**config.mk**
```make
export PLATFORM = sky130hd
export DESIGN_NAME = rmd_core
export DESIGN_NICKNAME = d
export VERILOG_FILES = /design/src/rmd_pkg.sv /design/src/rmd_addr_dec.sv /design/src/rmd_core.sv
export VERILOG_INCLUDE_DIRS = /design/src
export SDC_FILE = /design/constraint.sdc
export NUM_CORES = 1
export LEC_CHECK = 0
export BUFFER_PORTS_ARGS = -buffer_cell sky130_fd_sc_hd__buf_2
export CORE_MARGIN = 5
export CORE_UTILIZATION = 59
export CTS_CLUSTER_SIZE = 14
export DETAILED_ROUTE_END_ITERATION = 6
export PLACE_DENSITY = 0.8
export SLEW_MARGIN = 20
export SYNTH_ARGS = -nofsm -noshare
export SYNTH_HDL_FRONTEND = slang
export SYNTH_SLANG_ARGS = --single-unit
export TNS_END_PERCENT = 1
```
**constraint.sdc**
```tcl
create_clock -name clk -period 3.4 [get_ports clk]
set_input_delay 0 -clock clk [delete_from_list [all_inputs] [get_ports clk]]
set_output_delay 0 -clock clk [all_outputs]
set_load 0.01 [all_outputs]
```
**src/rmd_cfg.svh**
```systemverilog
// Constants for the response merge and address decode block
`ifndef RMD_CFG_SVH
`define RMD_CFG_SVH
`define RMD_BUF_DEPTH 3'h4
`define RMD_M_ALLOW 3'h2
`define RMD_WREQ_LVL (`RMD_BUF_DEPTH - `RMD_M_ALLOW)
`define RMD_S_MAXBURST 5'h04
`define RMD_RD_BURST 3'h2
`define RMD_S0_SEL 3'h1
`define RMD_S1_SEL 3'h2
`define RMD_DEF_SEL 3'h4
`define RMD_S0_BASE 32'h00000000
`define RMD_S0_MASK 32'hFFFFF000
`define RMD_S0_WORD_W 10
`define RMD_S1_BASE 32'h00001000
`define RMD_S1_MASK 32'hFFFFFF00
`define RMD_S1_WORD_W 6
`define RMD_S1_SECURE 1'h1
`define RMD_SADDR_W 10
`define RMD_CNT_RST 3'h0
`define RMD_PTR_RST 2'h0
`endif

```
**src/rmd_pkg.sv**
```systemverilog
// Types and response ranking helpers for the response merge block
`include "rmd_cfg.svh"
package rmd_pkg;
  typedef enum logic [1:0] {
    RMD_OKAY = 2'h0,
    RMD_EXOKAY = 2'h1,
    RMD_SLVERR = 2'h2,
    RMD_DECERR = 2'h3
  } rmd_resp_t;

  typedef enum logic [2:0] {
    RMD_IDLE = 3'h0,
    RMD_RD_CMD = 3'h1,
    RMD_RD_DATA = 3'h2,
    RMD_WR_BEAT = 3'h3,
    RMD_WR_RSP = 3'h4
  } rmd_state_t;

  typedef struct packed {
    logic isRead;
    logic nonSecure;
    logic [3:0] len;
    logic [31:0] addr;
    logic [63:0] data;
  } rmd_entry_t;

  function automatic logic [1:0] rmd_rank(input rmd_resp_t r);
    case (r)
      RMD_DECERR: rmd_rank = 2'h3;
      RMD_SLVERR: rmd_rank = 2'h2;
      RMD_OKAY: rmd_rank = 2'h1;
      default: rmd_rank = 2'h0;
    endcase
  endfunction

  function automatic rmd_resp_t rmd_merge(input rmd_resp_t a, input rmd_resp_t b);
    rmd_merge = (rmd_rank(b) > rmd_rank(a)) ? b : a;
  endfunction
endpackage

```
**src/rmd_addr_dec.sv**
```systemverilog
// Per-master address decoder: slave select and slave word offset
`timescale 1ns/1ps
`include "rmd_cfg.svh"
module rmd_addr_dec import rmd_pkg::*; (
  input wire logic [31:0] addr,
  input wire logic nonSecure,
  output logic [2:0] sel,
  output logic [`RMD_SADDR_W-1:0] offs,
  output logic hit
);
  logic hit0;
  logic hit1;

  always_comb begin
    hit0 = (addr & `RMD_S0_MASK) == `RMD_S0_BASE;
    // Secure-only window refuses non-secure masters
    hit1 = ((addr & `RMD_S1_MASK) == `RMD_S1_BASE) && !(`RMD_S1_SECURE && nonSecure);
    hit = hit0 | hit1;
    if (hit1) begin
      sel = `RMD_S1_SEL;
      offs = {{(`RMD_SADDR_W - `RMD_S1_WORD_W){1'b0}}, addr[`RMD_S1_WORD_W+1:2]};
    end else if (hit0) begin
      sel = `RMD_S0_SEL;
      offs = addr[`RMD_S0_WORD_W+1:2];
    end else begin
      sel = `RMD_DEF_SEL;
      offs = '0;
    end
  end
endmodule // rmd_addr_dec

```
**src/rmd_core.sv**
```systemverilog
// Memory-mapped interconnect core: buffering, decode, burst split and response merge
`timescale 1ns/1ps
`include "rmd_cfg.svh"
module rmd_core import rmd_pkg::*; (
  input wire logic clk,
  input wire logic reset,
  input wire logic mRead,
  input wire logic mWrite,
  input wire logic [31:0] mAddr,
  input wire logic [63:0] mWriteData,
  input wire logic [3:0] mBurst,
  input wire logic mNonSecure,
  input wire logic mRespEn,
  output logic mWaitReq,
  output logic mReadDataValid,
  output logic [63:0] mReadData,
  output logic [1:0] mResp,
  output logic mWriteRespValid,
  output logic [2:0] sSel,
  output logic sRead,
  output logic sWrite,
  output logic [`RMD_SADDR_W-1:0] sAddr,
  output logic [2:0] sBurst,
  output logic [31:0] sWriteData,
  input wire logic sWaitReq,
  input wire logic sReadDataValid,
  input wire logic [31:0] sReadData,
  input wire logic [1:0] sResp,
  input wire logic sWriteRespValid,
  input wire logic [2:0] slvRespEn,
  input wire logic brgRespEn
);
  typedef struct packed {
    rmd_state_t st;
    logic [2:0] bufCnt;
    logic [1:0] rdPtr;
    logic [1:0] wrPtr;
    rmd_entry_t [3:0] buff;
    logic mWaitReq;
    logic sRead;
    logic sWrite;
    logic [`RMD_SADDR_W-1:0] sAddr;
    logic [2:0] sSel;
    logic [2:0] sBurst;
    logic [31:0] sWData;
    logic [4:0] beatIdx;
    logic [4:0] total;
    logic [`RMD_SADDR_W-1:0] base;
    logic useResp;
    logic [2:0] pending;
    rmd_resp_t merged;
    logic rdBeat;
    logic [31:0] rdLo;
    logic mRdValid;
    logic [63:0] mRdData;
    rmd_resp_t mResp;
    logic mWrRespValid;
  } rmd_core_t;

  rmd_core_t q_ff;
  rmd_core_t nxt_q;
  rmd_entry_t head;
  rmd_entry_t nextEnt;
  logic [2:0] decSel;
  logic [`RMD_SADDR_W-1:0] decOffs;
  logic decHit;
  logic push;
  logic pop;
  logic acc;
  logic [4:0] nIdx;
  logic [4:0] left;
  logic [2:0] cntAfterPop;
  rmd_resp_t sRespT;

  assign head = q_ff.buff[q_ff.rdPtr];
  assign sRespT = rmd_resp_t'(sResp);

  // Single master here, so one decoder instance; a second master gets its own
  rmd_addr_dec u_dec (
    .addr(head.addr),
    .nonSecure(head.nonSecure),
    .sel(decSel),
    .offs(decOffs),
    .hit(decHit)
  );

  always_comb begin
    nxt_q = q_ff;
    nxt_q.mRdValid = 1'b0;
    nxt_q.mWrRespValid = 1'b0;
    push = mRead | mWrite;
    pop = 1'b0;
    acc = q_ff.sWrite & !sWaitReq;
    nIdx = acc ? q_ff.beatIdx + 5'h01 : q_ff.beatIdx;
    left = q_ff.total - nIdx;
    cntAfterPop = q_ff.bufCnt;
    nextEnt = head;
    case (q_ff.st)
      RMD_IDLE: begin
        if (q_ff.bufCnt != `RMD_CNT_RST) begin
          nxt_q.sSel = decSel;
          nxt_q.sAddr = decOffs;
          nxt_q.base = decOffs;
          nxt_q.merged = RMD_EXOKAY;
          nxt_q.pending = `RMD_CNT_RST;
          // Endpoint answers only when it carries responses and, unless it is the default slave, the bridge does too
          nxt_q.useResp = ((slvRespEn & decSel) != 3'h0) && (brgRespEn || decSel == `RMD_DEF_SEL);
          if (head.isRead) begin
            pop = 1'b1;
            nxt_q.sRead = 1'b1;
            nxt_q.sBurst = `RMD_RD_BURST;
            nxt_q.rdBeat = 1'b0;
            nxt_q.st = RMD_RD_CMD;
          end else begin
            nxt_q.total = {head.len, 1'b0};
            nxt_q.beatIdx = 5'h00;
            nxt_q.sWrite = 1'b1;
            nxt_q.sWData = head.data[31:0];
            nxt_q.sBurst = ({head.len, 1'b0} > `RMD_S_MAXBURST) ? 3'h4 : {head.len[1:0], 1'b0};
            nxt_q.st = RMD_WR_BEAT;
          end
        end
      end
      RMD_RD_CMD: begin
        if (!sWaitReq) begin
          nxt_q.sRead = 1'b0;
          nxt_q.st = RMD_RD_DATA;
        end
      end
      RMD_RD_DATA: begin
        if (sReadDataValid) begin
          nxt_q.merged = rmd_merge(q_ff.merged, sRespT);
          nxt_q.rdBeat = 1'b1;
          if (!q_ff.rdBeat) begin
            nxt_q.rdLo = sReadData;
          end else begin
            nxt_q.mRdValid = 1'b1;
            nxt_q.mRdData = {sReadData, q_ff.rdLo};
            // Response field is don't-care for a master without responses
            nxt_q.mResp = (q_ff.useResp && mRespEn) ? rmd_merge(q_ff.merged, sRespT) : RMD_OKAY;
            nxt_q.st = RMD_IDLE;
          end
        end
      end
      RMD_WR_BEAT: begin
        if (acc && q_ff.beatIdx[0]) begin
          pop = 1'b1;
        end
        if (acc && q_ff.beatIdx[1:0] == 2'h0 && q_ff.useResp) begin
          nxt_q.pending = q_ff.pending + 3'h1;
        end
        if (!(q_ff.sWrite && !acc)) begin
          cntAfterPop = q_ff.bufCnt - {2'h0, pop};
          nextEnt = pop ? q_ff.buff[q_ff.rdPtr + 2'h1] : head;
          nxt_q.beatIdx = nIdx;
          nxt_q.sWrite = 1'b0;
          if (nIdx == q_ff.total) begin
            if (q_ff.useResp) begin
              nxt_q.st = RMD_WR_RSP;
            end else begin
              nxt_q.mWrRespValid = mRespEn;
              nxt_q.mResp = RMD_OKAY;
              nxt_q.st = RMD_IDLE;
            end
          end else if (cntAfterPop != `RMD_CNT_RST) begin
            // Stall between beats when the master has not yet supplied data
            nxt_q.sWrite = 1'b1;
            nxt_q.sWData = nIdx[0] ? nextEnt.data[63:32] : nextEnt.data[31:0];
            if (nIdx[1:0] == 2'h0) begin
              nxt_q.sAddr = q_ff.base + {{(`RMD_SADDR_W - 5){1'b0}}, nIdx};
              nxt_q.sBurst = (left > `RMD_S_MAXBURST) ? 3'h4 : left[2:0];
            end
          end
        end
      end
      RMD_WR_RSP: begin
        if (nxt_q.pending == `RMD_CNT_RST) begin
          nxt_q.mWrRespValid = mRespEn;
          nxt_q.mResp = mRespEn ? q_ff.merged : RMD_OKAY;
          nxt_q.st = RMD_IDLE;
        end
      end
      default: begin
        nxt_q.st = RMD_IDLE;
      end
    endcase
    // Write responses are drained even for a non-responding master so none go stale
    if (sWriteRespValid && q_ff.useResp && q_ff.pending != `RMD_CNT_RST) begin
      nxt_q.pending = nxt_q.pending - 3'h1;
      nxt_q.merged = rmd_merge(q_ff.merged, sRespT);
      if (q_ff.st == RMD_WR_RSP && nxt_q.pending == `RMD_CNT_RST) begin
        nxt_q.mWrRespValid = mRespEn;
        nxt_q.mResp = mRespEn ? rmd_merge(q_ff.merged, sRespT) : RMD_OKAY;
        nxt_q.st = RMD_IDLE;
      end
    end
    if (push) begin
      nxt_q.buff[q_ff.wrPtr] = '{isRead: mRead, nonSecure: mNonSecure, len: mBurst, addr: mAddr, data: mWriteData};
      nxt_q.wrPtr = q_ff.wrPtr + 2'h1;
    end
    if (pop) begin
      nxt_q.rdPtr = q_ff.rdPtr + 2'h1;
    end
    nxt_q.bufCnt = q_ff.bufCnt + {2'h0, push} - {2'h0, pop};
    // Wait early enough that the master's allowance still fits in the buffer
    nxt_q.mWaitReq = nxt_q.bufCnt >= `RMD_WREQ_LVL;
  end

  always_ff @(posedge clk) begin
    if (reset) begin
      q_ff <= '0;
    end else begin
      q_ff <= nxt_q;
    end
  end

  assign mWaitReq = q_ff.mWaitReq;
  assign mReadDataValid = q_ff.mRdValid;
  assign mReadData = q_ff.mRdData;
  assign mResp = q_ff.mResp;
  assign mWriteRespValid = q_ff.mWrRespValid;
  assign sSel = q_ff.sSel;
  assign sRead = q_ff.sRead;
  assign sWrite = q_ff.sWrite;
  assign sAddr = q_ff.sAddr;
  assign sBurst = q_ff.sBurst;
  assign sWriteData = q_ff.sWData;

  a_buf_no_loss: assert property (@(posedge clk) disable iff (reset)
    (mRead | mWrite) && !$past(q_ff.mWaitReq, 3) |-> q_ff.bufCnt < `RMD_BUF_DEPTH)
    else $error("transfer arrived with buffer full");
  a_sel_onehot: assert property (@(posedge clk) disable iff (reset)
    (sRead || sWrite) |-> $onehot(sSel))
    else $error("slave select not one-hot");
  a_default_route: assert property (@(posedge clk) disable iff (reset)
    q_ff.st == RMD_IDLE && q_ff.bufCnt != 3'h0 && !decHit |=> sSel == `RMD_DEF_SEL)
    else $error("unmapped access not sent to default slave");
  a_addr_trim: assert property (@(posedge clk) disable iff (reset)
    (sRead || sWrite) && sSel == `RMD_S1_SEL |-> sAddr[`RMD_SADDR_W-1:`RMD_S1_WORD_W] == '0)
    else $error("upper address bits leak to small slave");
  a_okay_gen: assert property (@(posedge clk) disable iff (reset)
    mWriteRespValid && !q_ff.useResp |-> mResp == RMD_OKAY)
    else $error("generated response not OKAY");
  a_no_resp_mst: assert property (@(posedge clk) disable iff (reset)
    !$past(mRespEn) |-> !mWriteRespValid)
    else $error("write response to master without responses");
  a_merge_rank: assert property (@(posedge clk) disable iff (reset)
    q_ff.st == RMD_RD_DATA && sReadDataValid && q_ff.useResp && mRespEn && q_ff.rdBeat
    |=> mReadDataValid && rmd_rank(rmd_resp_t'(mResp)) >= rmd_rank($past(sRespT)))
    else $error("merged response ranks below a part");
  a_single_resp: assert property (@(posedge clk) disable iff (reset)
    mWriteRespValid |-> $past(q_ff.pending) <= 3'h1 && q_ff.pending == 3'h0 ##1 !mWriteRespValid)
    else $error("write response before all parts collected");
  a_burst_max: assert property (@(posedge clk) disable iff (reset)
    sWrite |-> sBurst != 3'h0 && sBurst <= 3'h4)
    else $error("slave write burst out of range");
endmodule // rmd_core

```
==> flow_summary_export.csv, run 1 <==
group,metric,value,unit
min_path,whs_path_depth,4,
setup_path,cp.depth,10,
power_and_ir_drop,ir_worst_vdd,501,uV
timing,min_period,3.17,ns
setup_path,path_delay_family,"simple AND/OR/NAND/NOR gates",
detailed_routing,drt_iter0_drc,2630,
synth,syn_nets,3454,
clock_tree,clk_path_buf_depth,3,
placed_design,place_area,27100,um2
setup_path,cpMostUsedCell,"inv_1",
clock_tree,clk_latency,0.63,ns
clock_tree,htree_levels,2,
grt,grt_use_total,0.303,
timing,fin_tns_setup,0,ns
placed_design,io_buffers,263,
clock_tree,cts_root_buf,"clkbuf_16",
setup_path,crit_required,3.90,ns
finish,area_growth,16.6,%
die,start_util,0.595,
detailed_routing,num_vias,24500,
timing,hold_viol_final,0,
synth,synth_top_area_share,0.448,
power_and_ir_drop,p_per_area,620,nW/um2
setup_path,crit_fanout,11,
synth,ys_ff_latch,587,
timing,finalMaxSlewViolations,0,
die,boundaryPins,266,
grt,grt_remaining_overflow,0,
min_path,hold_class,"input pin to flip-flop",
detailed_routing,ant_nets,0,
synth,yosysMostFrequentCell,"nand2_1",
timing,fmax,316,MHz
setup_path,timing.critical_path.from_type,"flip-flop",
synth,postSynthAreaPerCell,8.01,um2
timing,worst_hold_slack,0.0827,ns
finish,fin_nets,3609,
synth,synthTopCellsByArea,"dfxtp_1 (45%), nand2_1 (16%), a21oi_1 (11%), mux4_2 (3.9%), mux2i_1 (3.3%)",
detailed_routing,first_pass_iters,6,
setup_path,cp-end-kind,"flip-flop",
clock_tree,cts_buffers,58,
grt,grt_max_degree,142,
setup_path,worst-path-buf-inv,3,
grt,grt_pass1_vias,23800,
finish,drive_gt1_frac,0.143,
timing,setup_violations,0,
synth,yosysSeqAreaShare,0.448,
synth,synthCells,3275,
synth,yosys-top-cells-count,"nand2_1 (1118), dfxtp_1 (587), a21oi_1 (558)",
die,coreArea,44100,um2
detailed_routing,wl_per_cell,19.2,um
timing,fin_skew,0.0193,ns
die,num_rows,77,
detailed_routing,wl,78200,um
setup_path,r2r_cells,10,
grt,grt_pass1_wl,125000,um
run_status,status,"completed",
clock_tree,cts_sinks,587,
detailed_routing,drc,0,
setup_path,arrival,3.66,ns
synth,synth_async_sr_flop_share,0,
clock_tree,tritoncts,"built",
synth,synth_enable_flop_cells,0,
synth,syn_area,26200,um2
placed_design,gp_congestion,0.875,
die,dieWidth,221,um
finish,fin_area,30600,um2
timing,rsz0062_at_grt,"false",
finish,fillers,3352,
timing,worst_slew_pin_slew,0.895,ns
setup_path,max_stage_delay,0.55,ns
timing,relSlewSlack,0.404,
timing,fin_crit_sh,0.931,
power_and_ir_drop,p_leak,11.3,nW
setup_path,critPathKind,"flip-flop to flip-flop",
synth,synth_ff_type,"dfxtp_1",
synth,synthDistinctLibCells,68,
clock_tree,clkTransAtPathRegs,0.06,ns
die,die_area,48800,um2
synth,ys.warnings.count,0,
synth,synth_top_cell_by_area,"dfxtp_1",
finish,post-route-util,0.694,
flow_run,maxCapViolCount,0,
setup_path,slowest_stage,"dlygate4sd3_1",
grt,antenna_found_initial,10,
placed_design,dp_hpwl,47800,um
die,die_height,221,um
setup_path,worstPathCellList,"and3b_2, nand4_1, o21ai_0, inv_1, ha_1, and2_1, o2111a_1, inv_1, a31oi_1, dlygate4sd3_1",
detailed_routing,vias_per_cell,6.01,
## area by class of cell
cell class / instances / area [um2] / share of cell area
Multi-Input combinational cell: 2286 / 12600 / 0.412
Sequential cell: 587 / 11800 / 0.384
Timing Repair Buffer: 465 / 3400 / 0.111
Clock buffer: 84 / 1750 / 0.0572
Tap cell: 592 / 741 / 0.0242
Clock inverter: 24 / 216 / 0.00707
Inverter: 32 / 120 / 0.00392
Antenna cell: 9 / 22.5 / 0.000736
## path summary, 6_finish.rpt
kind	from	end	slack (ns)
setup / recovery	q_ff[593]	mWriteRespValid	0.23
hold / removal	mWrite	q_ff[587]	0.08
setup reg to reg	q_ff[593]	mWriteRespValid	0.23
hold reg to reg	q_ff[359]	q_ff[359]	0.45
## power by group
part	switching [mW]	total (mW)	internal, mW
clock	2.74	6.53	3.80
sequential	0.383	7.82	7.43
combinational	2.92	4.63	1.71
total	6.04	19.0	12.9
## metal layers
metal / GRT usage / vias up / wire length, um
met3: 0.0569 / 226 / 6800
met4: 0.122 / 8 / 3110
met2: 0.511 / 1270 / 37300
met5: 0 / - / 49
met1: 0.385 / 11700 / 31000
li1: - / 11300 / -
## flip-flops by register name, summed over array words and instances, names as in the netlist
register / flops
mWriteRespValid: 1
sRead: 1
mReadData: 64
sBurst: 3
sSel: 3
q_ff: 468
sWrite: 1
mResp: 2
mWaitReq: 1
sAddr: 10
mReadDataValid: 1
sWriteData: 32
## logic make-up after synthesis
group,synth area share
fa+ha+maj,0.0161
compound gates,0.172
xor+xnor,0.00667
simple gates,0.206
buf+inv,0.0762
mux,0.0756
flops,0.448
## layout by cell type, fill, tap and decap left out, types with 6 or more instances in the layout
| master | n |
|---|---|
| and2_1 | 6 |
| clkinv_2 | 14 |
| xor2_1 | 8 |
| dlygate4sd3_1 | 152 |
| mux2i_1 | 86 |
| nand2_1 | 1113 |
| a21oi_1 | 557 |
| a311oi_1 | 11 |
| a32oi_1 | 26 |
| a22oi_1 | 6 |
| nor3_1 | 11 |
| o221ai_1 | 52 |
| nor4_1 | 16 |
| buf_12 | 14 |
| nand3_1 | 12 |
| a211o_1 | 30 |
| nor3b_1 | 6 |
| clkbuf_8 | 18 |
| xnor2_1 | 11 |
| nand2b_1 | 6 |
| clkbuf_16 | 59 |
| dfxtp_1 | 585 |
| ha_1 | 28 |
| nor2b_1 | 34 |
| or2_2 | 10 |
| clkbuf_1 | 7 |
| a21o_1 | 7 |
| buf_2 | 262 |
| nand4_1 | 26 |
| a211oi_1 | 37 |
| o21ai_0 | 19 |
| nor2_1 | 49 |
| diode_2 | 9 |
| buf_4 | 36 |
| inv_1 | 32 |
| mux4_2 | 45 |
## stage by stage
step / instances / setup WS, ns / power (mW)
global route: 4074 / 0.0831 / 19.7
floorplan: 3275 / 0.433 / 11.0
global placement: 3810 / 0.407 / 12.1
detailed placement: 3810 / 0.311 / 12.3
finish: 4079 / 0.234 / 19.0
CTS: 4070 / 0.278 / 18.9
## worst reg2reg max path, stage by stage, from the launching register on
cell and delay (ns):
dfxtp_1 0.51, and3b_2 0.39, nand4_1 0.28, o21ai_0 0.44, inv_1 0.09, ha_1 0.22
and2_1 0.17, o2111a_1 0.28, inv_1 0.06, a31oi_1 0.06, dlygate4sd3_1 0.55
## repair_timing
item	in CTS	in global routing
setup endpoints to repair	0	1
hold endpoints to repair	522	0
setup buffers	0	0
resized for setup	0	2
hold buffers	152	0
Power figures use the tool's default switching activity.
==> run 2, diff against run 1 <==
--- a/config.mk
+++ b/config.mk
@@ -8,10 +8,10 @@
 export LEC_CHECK = 0
 export BUFFER_PORTS_ARGS = -buffer_cell sky130_fd_sc_hd__buf_2
 export CORE_MARGIN = 5
-export CORE_UTILIZATION = 59
+export CORE_UTILIZATION = 54
 export CTS_CLUSTER_SIZE = 14
 export DETAILED_ROUTE_END_ITERATION = 6
-export PLACE_DENSITY = 0.8
+export PLACE_DENSITY = 0.77
 export SLEW_MARGIN = 20
 export SYNTH_ARGS = -nofsm -noshare
 export SYNTH_HDL_FRONTEND = slang
==> constraint.sdc (replaced) <==
create_clock -name clk -period 2.78 [get_ports clk]
set_input_delay 0 -clock clk [delete_from_list [all_inputs] [get_ports clk]]
set_output_delay 0 -clock clk [all_outputs]
set_load 0.01 [all_outputs]
==> run 2 against run 1 <==
- critical endpoint is now q_ff[595]
- largest power group unchanged
- core utilization shrank 4.3 points
- hold slack got worse by 0.022 ns
- via count decreased by 3.0%
- final area up 1.9%
- first-iteration DRC count down 17%
- combinational power grew 30%
- setup slack got worse by 0.13 ns
- cell count up 1.2%
- fmax grew 18%
- routed wire length decreased by 2.8%
- power grew 27%
==> flow_summary_export.csv, run 2 (synthesis results as in run 1) <==
group,metric,value,unit
run_status,status,"completed",
grt,grt_use_total,0.273,
timing,fmax,373,MHz
detailed_routing,vias_per_cell,5.76,
finish,area_growth,18.9,%
power_and_ir_drop,p_leak,11.6,nW
setup_path,crit_required,3.33,ns
setup_path,reg2reg_slack,0.1,ns
die,coreArea,47900,um2
power_and_ir_drop,power_frac_seq,0.396,
finish,drive_gt1_frac,0.156,
setup_path,cpMostUsedCell,"buf_4",
detailed_routing,first_pass_iters,6,
setup_path,r2r_cells,12,
grt,antenna_found_initial,5,
setup_path,max_stage_delay,0.33,ns
setup_path,arrival,3.23,ns
detailed_routing,wl_per_cell,18.4,um
clock_tree,clk_latency,0.63,ns
die,start_util,0.547,
detailed_routing,wl,76000,um
die,boundaryPins,266,
power_and_ir_drop,total_power,24.0,mW
setup_path,critPathKind,"flip-flop to flip-flop",
clock_tree,clk_path_buf_depth,3,
clock_tree,clkTransAtPathRegs,0.06,ns
setup_path,worstPathCellList,"buf_4, and3b_2, nand4_1, buf_4, nor2_1, a31oi_4, ha_1, and2_1, o2111a_1, or2_2, nand2b_1, a21oi_1",
setup_path,worst-path-buf-inv,2,
setup_path,cp.depth,12,
clock_tree,htree_levels,2,
finish,largest_reg_flops,468,
power_and_ir_drop,clockPowerShare,0.353,
setup_path,timing.critical_path.from_type,"flip-flop",
detailed_routing,ant_nets,0,
timing,min_period,2.68,ns
detailed_routing,drc,0,
die,die_height,230,um
clock_tree,cts_sinks,587,
die,die_area,53100,um2
placed_design,dp_hpwl,47400,um
setup_path,crit_fanout,9,
clock_tree,cts_root_buf,"clkbuf_16",
setup_path,crit_path_start,"q_ff[595]",
setup_path,cp-end-kind,"flip-flop",
finish,fin_nets,3639,
clock_tree,cts_buffers,59,
timing,hold_viol_final,0,
placed_design,io_buffers,263,
grt,grt_remaining_overflow,0,
clock_tree,tritoncts,"built",
placed_design,place_area,27600,um2
timing,setup_violations,0,
power_and_ir_drop,pwr-share-comb,0.251,
finish,final_cell_mix,"nand2_1 (1113), dfxtp_1 (583), a21oi_1 (557), buf_2 (262), dlygate4sd3_1 (143)",
min_path,hold_class,"input pin to flip-flop",
power_and_ir_drop,swShare,0.311,
detailed_routing,drt_iter0_drc,2187,
flow_run,maxCapViolCount,0,
placed_design,gp_congestion,0.872,
setup_path,cp-endpoint,"q_ff[595]",
timing,finalMaxSlewViolations,0,
power_and_ir_drop,internal_power,16.6,mW
timing,rsz0062_at_grt,"true",
timing,fin_crit_sh,0.964,
finish,layout_commonest_cell,"nand2_1",
timing,relSlewSlack,0.468,
die,num_rows,80,
finish,regMostFlops,"q_ff",
die,dieWidth,230,um
finish,fin_area,31200,um2
timing,fin_skew,0.0231,ns
timing,worst_slew_pin_slew,0.795,ns
setup_path,reg2reg_from,"q_ff[595]",
setup_path,r2r_end,"q_ff[595]",
power_and_ir_drop,switching_power,7.49,mW
detailed_routing,num_vias,23800,
setup_path,path_delay_family,"simple AND/OR/NAND/NOR gates",
grt,grt_pass1_vias,22600,
power_and_ir_drop,p_per_area,771,nW/um2
grt,grt_pass1_wl,121000,um
power_and_ir_drop,ir_worst_vdd,497,uV
grt,grt_max_degree,127,
setup_path,slowest_stage,"or2_2",
finish,post-route-util,0.651,
-- run 2: changes by cell type in the layout (fill, tap and decap cells not counted), sizes merged, moves of 3 or more --
cell         delta
clkbuf          -5
dlygate4sd3     -9
buf            +37
clkinvlp        -3
bufinv          +6
diode           -3
clkinv          +3
-- run 2: power by group through the flow --
stage	clock (mW)	combinational [mW]	sequential [mW]
after floorplan	0	3.91	9.55
after global placement	0	5.56	9.68
after detailed placement	0	5.66	9.68
after CTS	8.59	5.86	9.51
after global routing	8.95	6.53	9.59
final	8.48	6.04	9.53
-- run 2: worst min path at each step --
stage | startpoint | to | depth (start not counted)
after global routing | mWrite | q_ff[587] | 4
after floorplan | sResp[0] | mResp[0] | 1
after detailed placement | sResp[0] | mResp[0] | 2
after global placement | sResp[0] | mResp[0] | 2
after CTS | mWrite | q_ff[587] | 4
final | mWrite | q_ff[587] | 4
-- run 2: worst register-to-register path, stage by stage, from the launching register on --
cell and delay [ns]:
dfxtp_1 0.31, buf_4 0.16, and3b_2 0.27, nand4_1 0.10
buf_4 0.18, nor2_1 0.22, a31oi_4 0.07, ha_1 0.25
and2_1 0.17, o2111a_1 0.28, or2_2 0.33, nand2b_1 0.17
a21oi_1 0.12
-- run 2: layout make-up --
class,instances,area [um2]
multi-input cells,2286,12700
well taps,615,769
fillers,3973,16700
diodes,6,15.0
clock buffers,78,1680
clock inverters,31,395
flip-flops and latches,587,11800
inverters,32,120
repair buffers,494,3790
-- run 2: timing repair --
item,4_1_cts,5_1_grt
setup endpoints to repair,0,50
hold buffers,143,0
setup buffers,0,3
hold endpoints to repair,487,0
resized for setup,0,20
-- run 2: metal layers --
layer	routed length [um]	GRT usage	part of all wire	vias up
met5	13	0	0.00017	-
met4	2170	0.0852	0.029	2
met3	5620	0.0477	0.074	157
met2	36100	0.455	0.48	894
met1	32100	0.365	0.42	11300
li1	-	-	-	11400
-- run 2: per-stage QoR --
step / setup WS, ns / std cells / TNS [ns] / hold WS [ns]
finish: 0.0991 / 4129 / 0 / 0.0605
CTS: 0.0565 / 4119 / 0 / 0.0341
detailed placement: 0.0709 / 3867 / 0 / 0.253
floorplan: -0.0515 / 3275 / -0.441 / 0.118
global route: -0.0851 / 4126 / -0.125 / 0.0851
global placement: 0.110 / 3867 / 0 / 0.254
